===== src/rtl/vpm_cfg.svh =====
`ifndef VPM_CFG_SVH
`define VPM_CFG_SVH

// system register encoding shared by both mapping registers
`define VPM_OP0 2'h3
`define VPM_OP1 3'h4
`define VPM_CRN 4'hA
`define VPM_CRM 4'h6
`define VPM_OP2_THREE 3'h3
`define VPM_OP2_FOUR 3'h4

// presence thresholds on the highest implemented index
`define VPM_MIN_IDX_THREE 3'h2
`define VPM_MIN_IDX_FOUR 3'h3
`define VPM_IDX_LIMIT 7

// entry layout: four 16-bit entries, lowest identifier at bit 0
`define VPM_ENTRY_W 16
`define VPM_ENTRIES 4
`define VPM_REG_W 64
`define VPM_ENTRY_RESET 16'h0000

// first virtual identifier of each register
`define VPM_FIRST_ID_THREE 16'h000C
`define VPM_FIRST_ID_FOUR 16'h0010
`define VPM_LAST_ID 16'h0013

// nested redirect memory layout
`define VPM_REDIR_SHIFT 12
`define VPM_REDIR_OFF_THREE 64'h0000000000000958
`define VPM_REDIR_OFF_FOUR 64'h0000000000000960

`endif


===== src/rtl/vpm_pkg.sv =====
`default_nettype none
package vpm_pkg;
  // exception level of the requesting instruction
  typedef enum logic [1:0] {
    EL_USER = 2'h0,
    EL_KERNEL = 2'h1,
    EL_HYP = 2'h2,
    EL_MONITOR = 2'h3
  } exc_level_e;

  // outcome of an access check
  typedef enum logic [2:0] {
    ACC_UNDEF = 3'h0,
    ACC_RW = 3'h1,
    ACC_TRAP_HYP = 3'h2,
    ACC_TRAP_MON = 3'h3,
    ACC_REDIRECT = 3'h4
  } access_e;

  // request sequencer, one-hot
  typedef enum logic [1:0] {
    ST_IDLE = 2'b01,
    ST_RESP = 2'b10
  } seq_state_e;

  typedef logic [3:0][15:0] map_reg_t;
endpackage : vpm_pkg
`default_nettype wire


===== src/rtl/virt_part_map_regs.sv =====
// How it works
// - register three maps virtual identifiers 12..15
// - register four maps virtual identifiers 16..19
// - id field reports highest register index, max 7
// - index zero means only register zero exists
// - per-level enables gate kernel and user translation
// - entry used only when its valid bit set
// - absent registers make direct accesses undefined
// - no translation effect when hypervisor level off
// - entries reset to zero; software writes before use
// - four 16-bit entries, highest identifier in top
// - op0 11, op1 100, CRn 1010, CRm 0110
// - user never, monitor always, hyp when enabled
// - nested redirect sends kernel access to memory
// - lower trap sends hyp accesses to monitor
// - lower trap with nested-only sends kernel to monitor
// - host extension nested-only sends kernel to hyp
`include "vpm_cfg.svh"
`default_nettype none
module virt_part_map_regs #(
  parameter logic [2:0] HIGHEST_MAP_REG_INDEX = 3'h7,
  parameter bit HYP_CONTROL_PRESENT = 1'b1
) (
  // clock and reset
  input wire logic ref_clk_i,
  input wire logic arst_n_i,
  // system register move request
  input wire logic req_valid_i,
  input wire logic req_write_i,
  input wire vpm_pkg::exc_level_e req_level_i,
  input wire logic [1:0] req_op0_i,
  input wire logic [2:0] req_op1_i,
  input wire logic [3:0] req_crn_i,
  input wire logic [3:0] req_crm_i,
  input wire logic [2:0] req_op2_i,
  input wire logic [63:0] req_wdata_i,
  output logic req_ready_o,
  // answer to the request
  output logic resp_valid_o,
  output logic resp_match_o,
  output logic [63:0] resp_rdata_o,
  output logic resp_undef_o,
  output logic resp_trap_hyp_o,
  output logic resp_trap_mon_o,
  output logic resp_redirect_o,
  output logic [63:0] resp_redirect_addr_o,
  // controls from other system registers
  input wire logic lower_level_trap_ctrl_i,
  input wire logic nested_virt_ctrl_i,
  input wire logic nested_virt_redirect_ctrl_i,
  input wire logic trap_general_exceptions_i,
  input wire logic host_extension_ctrl_i,
  input wire logic hyp_aarch64_i,
  input wire logic security_state_bit_i,
  input wire logic secure_hyp_level_enable_i,
  input wire logic [51:0] redirect_base_field_i,
  input wire logic kernel_level_map_enable_i,
  input wire logic user_level_map_enable_i,
  input wire logic [31:0] map_entry_valid_bits_i,
  // identification
  output logic [2:0] highest_map_reg_index_o,
  output logic hyp_control_present_flag_o,
  // translation port
  input wire logic xlat_valid_i,
  input wire logic [15:0] xlat_virt_id_i,
  input wire logic xlat_from_kernel_i,
  output logic xlat_valid_o,
  output logic [15:0] xlat_phys_id_o,
  output logic xlat_hit_o
);
  import vpm_pkg::*;

  // the index field is three bits wide, so anything past 7 cannot exist
  initial begin
    if (HIGHEST_MAP_REG_INDEX > `VPM_IDX_LIMIT) begin
      $error("highest map register index out of range");
    end
  end

  // all state of the block
  typedef struct packed {
    seq_state_e state;
    map_reg_t map_three;
    map_reg_t map_four;
    logic match;
    logic [63:0] rdata;
    logic undef;
    logic trap_hyp;
    logic trap_mon;
    logic redirect;
    logic [63:0] redirect_addr;
    logic xvalid;
    logic [15:0] xphys;
    logic xhit;
  } regs_s;

  regs_s cur;
  regs_s next_cur;

  // decode of the request
  logic enc_base;
  logic sel_three;
  logic sel_four;
  logic present_three;
  logic present_four;
  logic present;
  logic hyp_enabled;
  access_e verdict;
  logic [63:0] redirect_addr;
  logic [15:0] lk_phys;
  logic lk_hit;

  // true when the shared encoding fields name this register pair
  function automatic logic enc_is_ours(input logic [1:0] op0,
      input logic [2:0] op1, input logic [3:0] crn,
      input logic [3:0] crm);
    enc_is_ours = (op0 == `VPM_OP0) && (op1 == `VPM_OP1) &&
        (crn == `VPM_CRN) && (crm == `VPM_CRM);
  endfunction

  // presence of a register; hypervisor control present and the highest index must exceed the given value
  function automatic logic reg_present(input logic [2:0] min_idx);
    reg_present = HYP_CONTROL_PRESENT &&
        (HIGHEST_MAP_REG_INDEX > min_idx);
  endfunction

  // replace the addressed register word with write data, per entry
  function automatic map_reg_t pack_entries(input logic [63:0] w);
    map_reg_t r;
    r = '0;
    for (int i = 0; i < `VPM_ENTRIES; i++) begin
      r[i] = w[i*`VPM_ENTRY_W +: `VPM_ENTRY_W];
    end
    pack_entries = r;
  endfunction

  assign enc_base = enc_is_ours(req_op0_i, req_op1_i, req_crn_i,
      req_crm_i);
  assign sel_three = enc_base && (req_op2_i == `VPM_OP2_THREE);
  assign sel_four = enc_base && (req_op2_i == `VPM_OP2_FOUR);

  // index zero implies only register zero, so neither of ours exists
  assign present_three = reg_present(`VPM_MIN_IDX_THREE);
  assign present_four = reg_present(`VPM_MIN_IDX_FOUR);
  assign present = (sel_three && present_three) ||
      (sel_four && present_four);

  // hypervisor level is enabled in non-secure state or with secure EL2
  assign hyp_enabled = security_state_bit_i | secure_hyp_level_enable_i;

  // identification outputs are constants of the build
  assign highest_map_reg_index_o = HIGHEST_MAP_REG_INDEX;
  assign hyp_control_present_flag_o = HYP_CONTROL_PRESENT;

  // access verdict from level and trap controls
  vpm_access_check u_check (
    .level_i(req_level_i),
    .present_i(present),
    .lower_level_trap_ctrl_i(lower_level_trap_ctrl_i),
    .nested_virt_ctrl_i(nested_virt_ctrl_i),
    .nested_virt_redirect_ctrl_i(nested_virt_redirect_ctrl_i),
    .trap_general_exceptions_i(trap_general_exceptions_i),
    .host_extension_ctrl_i(host_extension_ctrl_i),
    .hyp_aarch64_i(hyp_aarch64_i),
    .security_state_bit_i(security_state_bit_i),
    .secure_hyp_level_enable_i(secure_hyp_level_enable_i),
    .verdict_o(verdict)
  );

  // redirected kernel accesses land in memory at offset 0x958 or 0x960 within the base page
  assign redirect_addr = {redirect_base_field_i, 12'h000} +
      (sel_four ? `VPM_REDIR_OFF_FOUR : `VPM_REDIR_OFF_THREE);

  // translation of identifiers 12 to 19
  vpm_lookup u_lookup (
    .virt_id_i(xlat_virt_id_i),
    .from_kernel_i(xlat_from_kernel_i),
    .kernel_level_map_enable_i(kernel_level_map_enable_i),
    .user_level_map_enable_i(user_level_map_enable_i),
    .hyp_enabled_i(hyp_enabled),
    .map_entry_valid_bits_i(map_entry_valid_bits_i),
    .map_three_i(cur.map_three),
    .map_four_i(cur.map_four),
    .phys_id_o(lk_phys),
    .hit_o(lk_hit)
  );

  // one request in flight; a new one is taken only when idle
  assign req_ready_o = (cur.state == ST_IDLE);

  // answer fields come straight from flip-flops
  assign resp_valid_o = (cur.state == ST_RESP);
  assign resp_match_o = cur.match;
  assign resp_rdata_o = cur.rdata;
  assign resp_undef_o = cur.undef;
  assign resp_trap_hyp_o = cur.trap_hyp;
  assign resp_trap_mon_o = cur.trap_mon;
  assign resp_redirect_o = cur.redirect;
  assign resp_redirect_addr_o = cur.redirect_addr;
  assign xlat_valid_o = cur.xvalid;
  assign xlat_phys_id_o = cur.xphys;
  assign xlat_hit_o = cur.xhit;

  // next state: sequencer, register update and lookup pipeline
  always_comb begin
    next_cur = cur;
    next_cur.xvalid = xlat_valid_i;
    if (xlat_valid_i) begin
      next_cur.xphys = lk_phys;
      next_cur.xhit = lk_hit;
    end
    case (cur.state)
      ST_IDLE: begin
        if (req_valid_i) begin
          next_cur.state = ST_RESP;
          // a foreign encoding is not ours; another bank answers it
          next_cur.match = sel_three || sel_four;
          next_cur.rdata = '0;
          next_cur.undef = 1'b0;
          next_cur.trap_hyp = 1'b0;
          next_cur.trap_mon = 1'b0;
          next_cur.redirect = 1'b0;
          next_cur.redirect_addr = '0;
          if (sel_three || sel_four) begin
            case (verdict)
              ACC_RW: begin
                if (req_write_i && sel_three) begin
                  next_cur.map_three = pack_entries(req_wdata_i);
                end else if (req_write_i) begin
                  next_cur.map_four = pack_entries(req_wdata_i);
                end else begin
                  // reads have no side effect on the stored entries
                  next_cur.rdata = sel_three ? cur.map_three :
                      cur.map_four;
                end
              end
              ACC_TRAP_HYP: next_cur.trap_hyp = 1'b1;
              ACC_TRAP_MON: next_cur.trap_mon = 1'b1;
              ACC_REDIRECT: begin
                next_cur.redirect = 1'b1;
                next_cur.redirect_addr = redirect_addr;
              end
              default: next_cur.undef = 1'b1;
            endcase
          end
        end
      end
      ST_RESP: next_cur.state = ST_IDLE;
      default: next_cur.state = ST_IDLE;
    endcase
  end

  // entries have no defined reset value for software; zero is used
  always_ff @(posedge ref_clk_i or negedge arst_n_i) begin
    if (!arst_n_i) begin
      cur <= '0;
      cur.state <= ST_IDLE;
      cur.map_three <= {`VPM_ENTRIES{`VPM_ENTRY_RESET}};
      cur.map_four <= {`VPM_ENTRIES{`VPM_ENTRY_RESET}};
    end else begin
      cur <= next_cur;
    end
  end
endmodule // virt_part_map_regs
`default_nettype wire


===== src/rtl/vpm_access_check.sv =====
`include "vpm_cfg.svh"
`default_nettype none
module vpm_access_check (
  // request
  input wire vpm_pkg::exc_level_e level_i,
  input wire logic present_i,
  // controls
  input wire logic lower_level_trap_ctrl_i,
  input wire logic nested_virt_ctrl_i,
  input wire logic nested_virt_redirect_ctrl_i,
  input wire logic trap_general_exceptions_i,
  input wire logic host_extension_ctrl_i,
  input wire logic hyp_aarch64_i,
  input wire logic security_state_bit_i,
  input wire logic secure_hyp_level_enable_i,
  // verdict
  output vpm_pkg::access_e verdict_o
);
  import vpm_pkg::*;

  logic hyp_on;
  logic nv_only;
  logic nv_both;

  // hypervisor level usable in the current security state
  assign hyp_on = security_state_bit_i | secure_hyp_level_enable_i;
  assign nv_only = nested_virt_ctrl_i & ~nested_virt_redirect_ctrl_i;
  assign nv_both = nested_virt_ctrl_i & nested_virt_redirect_ctrl_i;

  // traps are checked before redirect; absent register is undefined
  always_comb begin
    verdict_o = ACC_UNDEF;
    if (present_i) begin
      case (level_i)
        EL_USER: verdict_o = ACC_UNDEF;
        EL_MONITOR: verdict_o = ACC_RW;
        EL_HYP: begin
          if (lower_level_trap_ctrl_i) verdict_o = ACC_TRAP_MON;
          else if (hyp_on) verdict_o = ACC_RW;
          else verdict_o = ACC_UNDEF;
        end
        EL_KERNEL: begin
          if (lower_level_trap_ctrl_i && nv_only) begin
            verdict_o = ACC_TRAP_MON;
          end else if (!lower_level_trap_ctrl_i && hyp_on && hyp_aarch64_i
              && host_extension_ctrl_i && nv_only) begin
            verdict_o = ACC_TRAP_HYP;
          end else if (nv_both && !(trap_general_exceptions_i && hyp_on))
              begin
            verdict_o = ACC_REDIRECT;
          end else begin
            verdict_o = ACC_UNDEF;
          end
        end
        default: verdict_o = ACC_UNDEF;
      endcase
    end
  end
endmodule // vpm_access_check
`default_nettype wire


===== src/rtl/vpm_lookup.sv =====
`include "vpm_cfg.svh"
`default_nettype none
module vpm_lookup (
  // virtual identifier and its source
  input wire logic [15:0] virt_id_i,
  input wire logic from_kernel_i,
  // enables
  input wire logic kernel_level_map_enable_i,
  input wire logic user_level_map_enable_i,
  input wire logic hyp_enabled_i,
  input wire logic [31:0] map_entry_valid_bits_i,
  // table for identifiers 12 to 19
  input wire vpm_pkg::map_reg_t map_three_i,
  input wire vpm_pkg::map_reg_t map_four_i,
  // result
  output logic [15:0] phys_id_o,
  output logic hit_o
);
  import vpm_pkg::*;

  logic enabled;
  logic in_range;
  logic [15:0] rel;
  logic [7:0][15:0] table_flat;

  assign table_flat = {map_four_i, map_three_i};
  // per-source enable, nothing applies without the hypervisor level
  assign enabled = hyp_enabled_i & (from_kernel_i ?
      kernel_level_map_enable_i : user_level_map_enable_i);
  assign in_range = (virt_id_i >= `VPM_FIRST_ID_THREE) &&
      (virt_id_i <= `VPM_LAST_ID);
  assign rel = virt_id_i - `VPM_FIRST_ID_THREE;

  // outside our range or invalid entry: identifier passes unchanged
  always_comb begin
    hit_o = 1'b0;
    phys_id_o = virt_id_i;
    if (enabled && in_range && map_entry_valid_bits_i[virt_id_i[4:0]]) begin
      hit_o = 1'b1;
      phys_id_o = table_flat[rel[2:0]];
    end
  end
endmodule // vpm_lookup
`default_nettype wire


===== config.mk =====
export PLATFORM = sky130hd
export DESIGN_NAME = virt_part_map_regs
export DESIGN_NICKNAME = d
export VERILOG_FILES = /design/src/rtl/vpm_pkg.sv /design/src/rtl/virt_part_map_regs.sv /design/src/rtl/vpm_access_check.sv /design/src/rtl/vpm_lookup.sv
export VERILOG_INCLUDE_DIRS = /design/src /design/src/rtl
export SDC_FILE = /design/constraint.sdc
export NUM_CORES = 1
export LEC_CHECK = 0
export BUFFER_PORTS_ARGS = -buffer_cell sky130_fd_sc_hd__buf_2
export CAP_MARGIN = 20
export CORE_MARGIN = 2
export CORE_UTILIZATION = 25
export CTS_BUF_LIST = sky130_fd_sc_hd__clkbuf_4
export DETAILED_ROUTE_END_ITERATION = 16
export SLEW_MARGIN = 5
export SYNTH_ARGS = -nofsm -noshare
export SYNTH_HDL_FRONTEND = slang
export SYNTH_SLANG_ARGS = --single-unit

===== constraint.sdc =====
create_clock -name ref_clk_i -period 2.47 [get_ports ref_clk_i]
set_input_delay 0.1235 -clock ref_clk_i [delete_from_list [all_inputs] [get_ports ref_clk_i]]
set_output_delay 0.1235 -clock ref_clk_i [all_outputs]
set_load 0.03 [all_outputs]

==> impl_metrics.json <==
{
  "port_buffers": 324,
  "start_util": 0.252,
  "pre_cts_ws_ns": -0.0338,
  "fin_crit_ns": 2.46,
  "drt_iter0_markers": 310,
  "critical_path_arrival_ns": 3.14,
  "fill_cells": 5074,
  "dpl-instance-area_um2": 14900,
  "synth_seq_cells": 271,
  "fmax_mhz": 407,
  "yosysWarnings": 0,
  "clk_latency_ns": 0.77,
  "finalHoldViolations": 0,
  "fin_util": 0.345,
  "cts-root-buf": "clkbuf_4",
  "wl_met2_um": 20800,
  "syn_area_per_cell_um2": 12.9,
  "finalWirelength_um": 44000,
  "numClockSinks": 271,
  "yosys-top-cells-area": "dfrtp_1, buf_4, mux2_4",
  "grt_max_degree": 68,
  "yosysTopAreaCellShare": 0.510,
  "p_leak_nw": 8.69,
  "core_um2": 52400,
  "seq_area_frac_synth": 0.512,
  "netlist_instances": 1027,
  "synth_area_um2": 13200,
  "cap_violations": 0,
  "wl_met1_um": 18300,
  "die_w_um": 234,
  "cts_buffer_depth": 3,
  "p_per_area_nw_per_um2": 529,
  "fin_area_um2": 18100,
  "via_per_inst": 4.47,
  "grt-ovfl-total": 0,
  "gp_congestion": 0.771,
  "layout-drive-gt1-share": 0.436,
  "fin_tns_setup_ns": 0,
  "layout_common_cells": "buf_2, dfrtp_1, dlygate4sd3_1",
  "p_total_mw": 9.57,
  "ant_nets": 0,
  "skew_ns": 0.0619,
  "htree_levels": 3,
  "layout_setup_ws_ns": 0.0142,
  "cp.required_ns": 3.16,
  "wire_per_inst_um": 19.7,
  "drv_slew": 0,
  "slew_headroom": 0.423,
  "cts_buffers": 78,
  "antenna_found_initial": 5,
  "startpoint_type": "input port",
  "tritoncts": "built",
  "crit_type": "in2reg",
  "first_global_vias": 10600,
  "hold_class": "in2reg",
  "vias": 9984,
  "fin_crit_sh": 0.994,
  "setup.worst_path.end_class": "register",
  "worstPathMaxFanout": 15,
  "finalSetupViolations": 0,
  "first_pass_iters": 5,
  "status": "complete, no violations",
  "max-vdd-ir-drop_v": 0.000280,
  "top_layer": "met5",
  "synth_largest_area_cell": "dfrtp_1",
  "synthDistinctLibCells": 56,
  "final_nets": 1679,
  "dpl.hpwl_um": 28400,
  "track_usage": 0.160,
  "ff2ff_setup_slack_ns": 0.10,
  "grt_pass1_wl_um": 64800,
  "area_delta_synth_final_pct": 36.6,
  "rsz0062_at_grt": "yes",
  "met3_length_um": 3180,
  "worst_slew_pin_slew_ns": 0.865,
  "die_y_um": 234,
  "drcViolationCount": 0,
  "ioPinCount": 355,
  "final_common_cell": "buf_2",
  "path_clk_slew_ns": 0.06,
  "dieArea_um2": 54800,
  "rows": 84
}
-- synth_stat cells (all sizes together) --
library cell    n
and4            2
clkinv          1
nand2b          3
a41oi           1
conb            2
or3b            2
nor4b           2
a31oi           1
buf           181
and3            2
nor2b           3
mux2i          80
nor2            5
or2             1
a22o           55
o221a           3
and2            3
nand3           1
nand3b          4
a21oi           3
o221ai          1
or3             2
dfstp           1
and4b           1
dfrtp         270
nand2         100
and3b           1
inv             4
clkbuf         31
a2111oi         1
o211ai          1
o31ai           1
nor4            3
nor3b           1
or4             1
a211o           1
o21ai          69
nand4           2
mux4           34
o311ai         11
a41o            3
o21a            4
a21o            1
mux2          128
-- repair_timing --
action | CTS | global route
gates resized for setup | 2 | 10
cloned | 2 | 0
pin swaps | 1 | 1
buffers inserted | 1 | 0
setup endpoints to repair | 64 | 19
hold buffers | 210 | 1
endpoints found under the hold margin | 528 | 1
-- flip-flops by register name, indices dropped and copies added, names as in the netlist --
signal and cells:
resp_match_o 1, xlat_phys_id_o 16, resp_trap_mon_o 1, xlat_hit_o 1, resp_redirect_addr_o 55, resp_trap_hyp_o 1
cur 130, xlat_valid_o 1, resp_rdata_o 64, resp_undef_o 1
-- stage by stage --
stage | cells | hold slack [ns]
3_5_place_dp | 1876 | 0.151
4_1_cts | 2230 | 0.00269
5_1_grt | 2232 | 0.0148
6_report | 2233 | 0.0788
2_1_floorplan | 1035 | -0.172
3_3_place_gp | 1876 | 0.149
-- path summary, 6_finish.rpt --
kind / cells after the start / endpoint / from
max in group asynchronous: 4 / resp_rdata_o[61]$_DFFE_PN0P_ / arst_n_i
setup reg to reg: 9 / cur[221]$_DFFE_PN0P_ / cur[279]$_DFFE_PN1P_
setup / recovery: 9 / xlat_phys_id_o[14]$_DFFE_PN0P_ / xlat_virt_id_i[12]
hold reg to reg: 2 / resp_rdata_o[51]$_DFFE_PN0P_ / resp_rdata_o[51]$_DFFE_PN0P_
min in group asynchronous: 4 / resp_rdata_o[17]$_DFFE_PN0P_ / arst_n_i
hold / removal: 5 / resp_trap_mon_o$_DFFE_PN0P_ / security_state_bit_i
-- area by class of cell --
cell class / count / area, um^2 / share of cell area
Multi-Input combinational cell: 547 / 5100 / 0.282
Sequential cell: 271 / 6780 / 0.375
Inverter: 5 / 21.3 / 0.00118
Tap cell: 688 / 861 / 0.0476
Clock inverter: 36 / 175 / 0.00968
Clock buffer: 105 / 788 / 0.0436
Timing Repair Buffer: 578 / 4350 / 0.241
Antenna cell: 3 / 7.51 / 0.000415
-- cell families after synthesis --
group | synth area share
buffers and inverters | 0.109
multiplexers | 0.244
AND/OR/NAND/NOR | 0.0500
flip-flops | 0.512
AO/OA/AOI/OAI | 0.0835
other | 0.000567
-- power breakdown --
part	internal, mW	switching, mW
Combinational	0.447	0.511
Sequential	4.47	0.0153
Clock	2.10	2.03
Total	7.02	2.55
-- worst max-delay path: stages --
cell and delay, ns:
dlygate4sd3_1 0.56, buf_2 0.14, or4_1 0.49, nor4_1 0.35
and4_1 0.29, nand3_1 0.08, buf_4 0.21, o311ai_1 0.27
dlygate4sd3_1 0.62
-- routing by layer --
metal | GRT usage | vias up
li1 | - | 4504
met1 | 0.190 | 4977
met2 | 0.267 | 398
met3 | 0.0451 | 101
met4 | 0.0781 | 4
met5 | 0 | -
No activity file was read; power rests on OpenSTA's default activity.
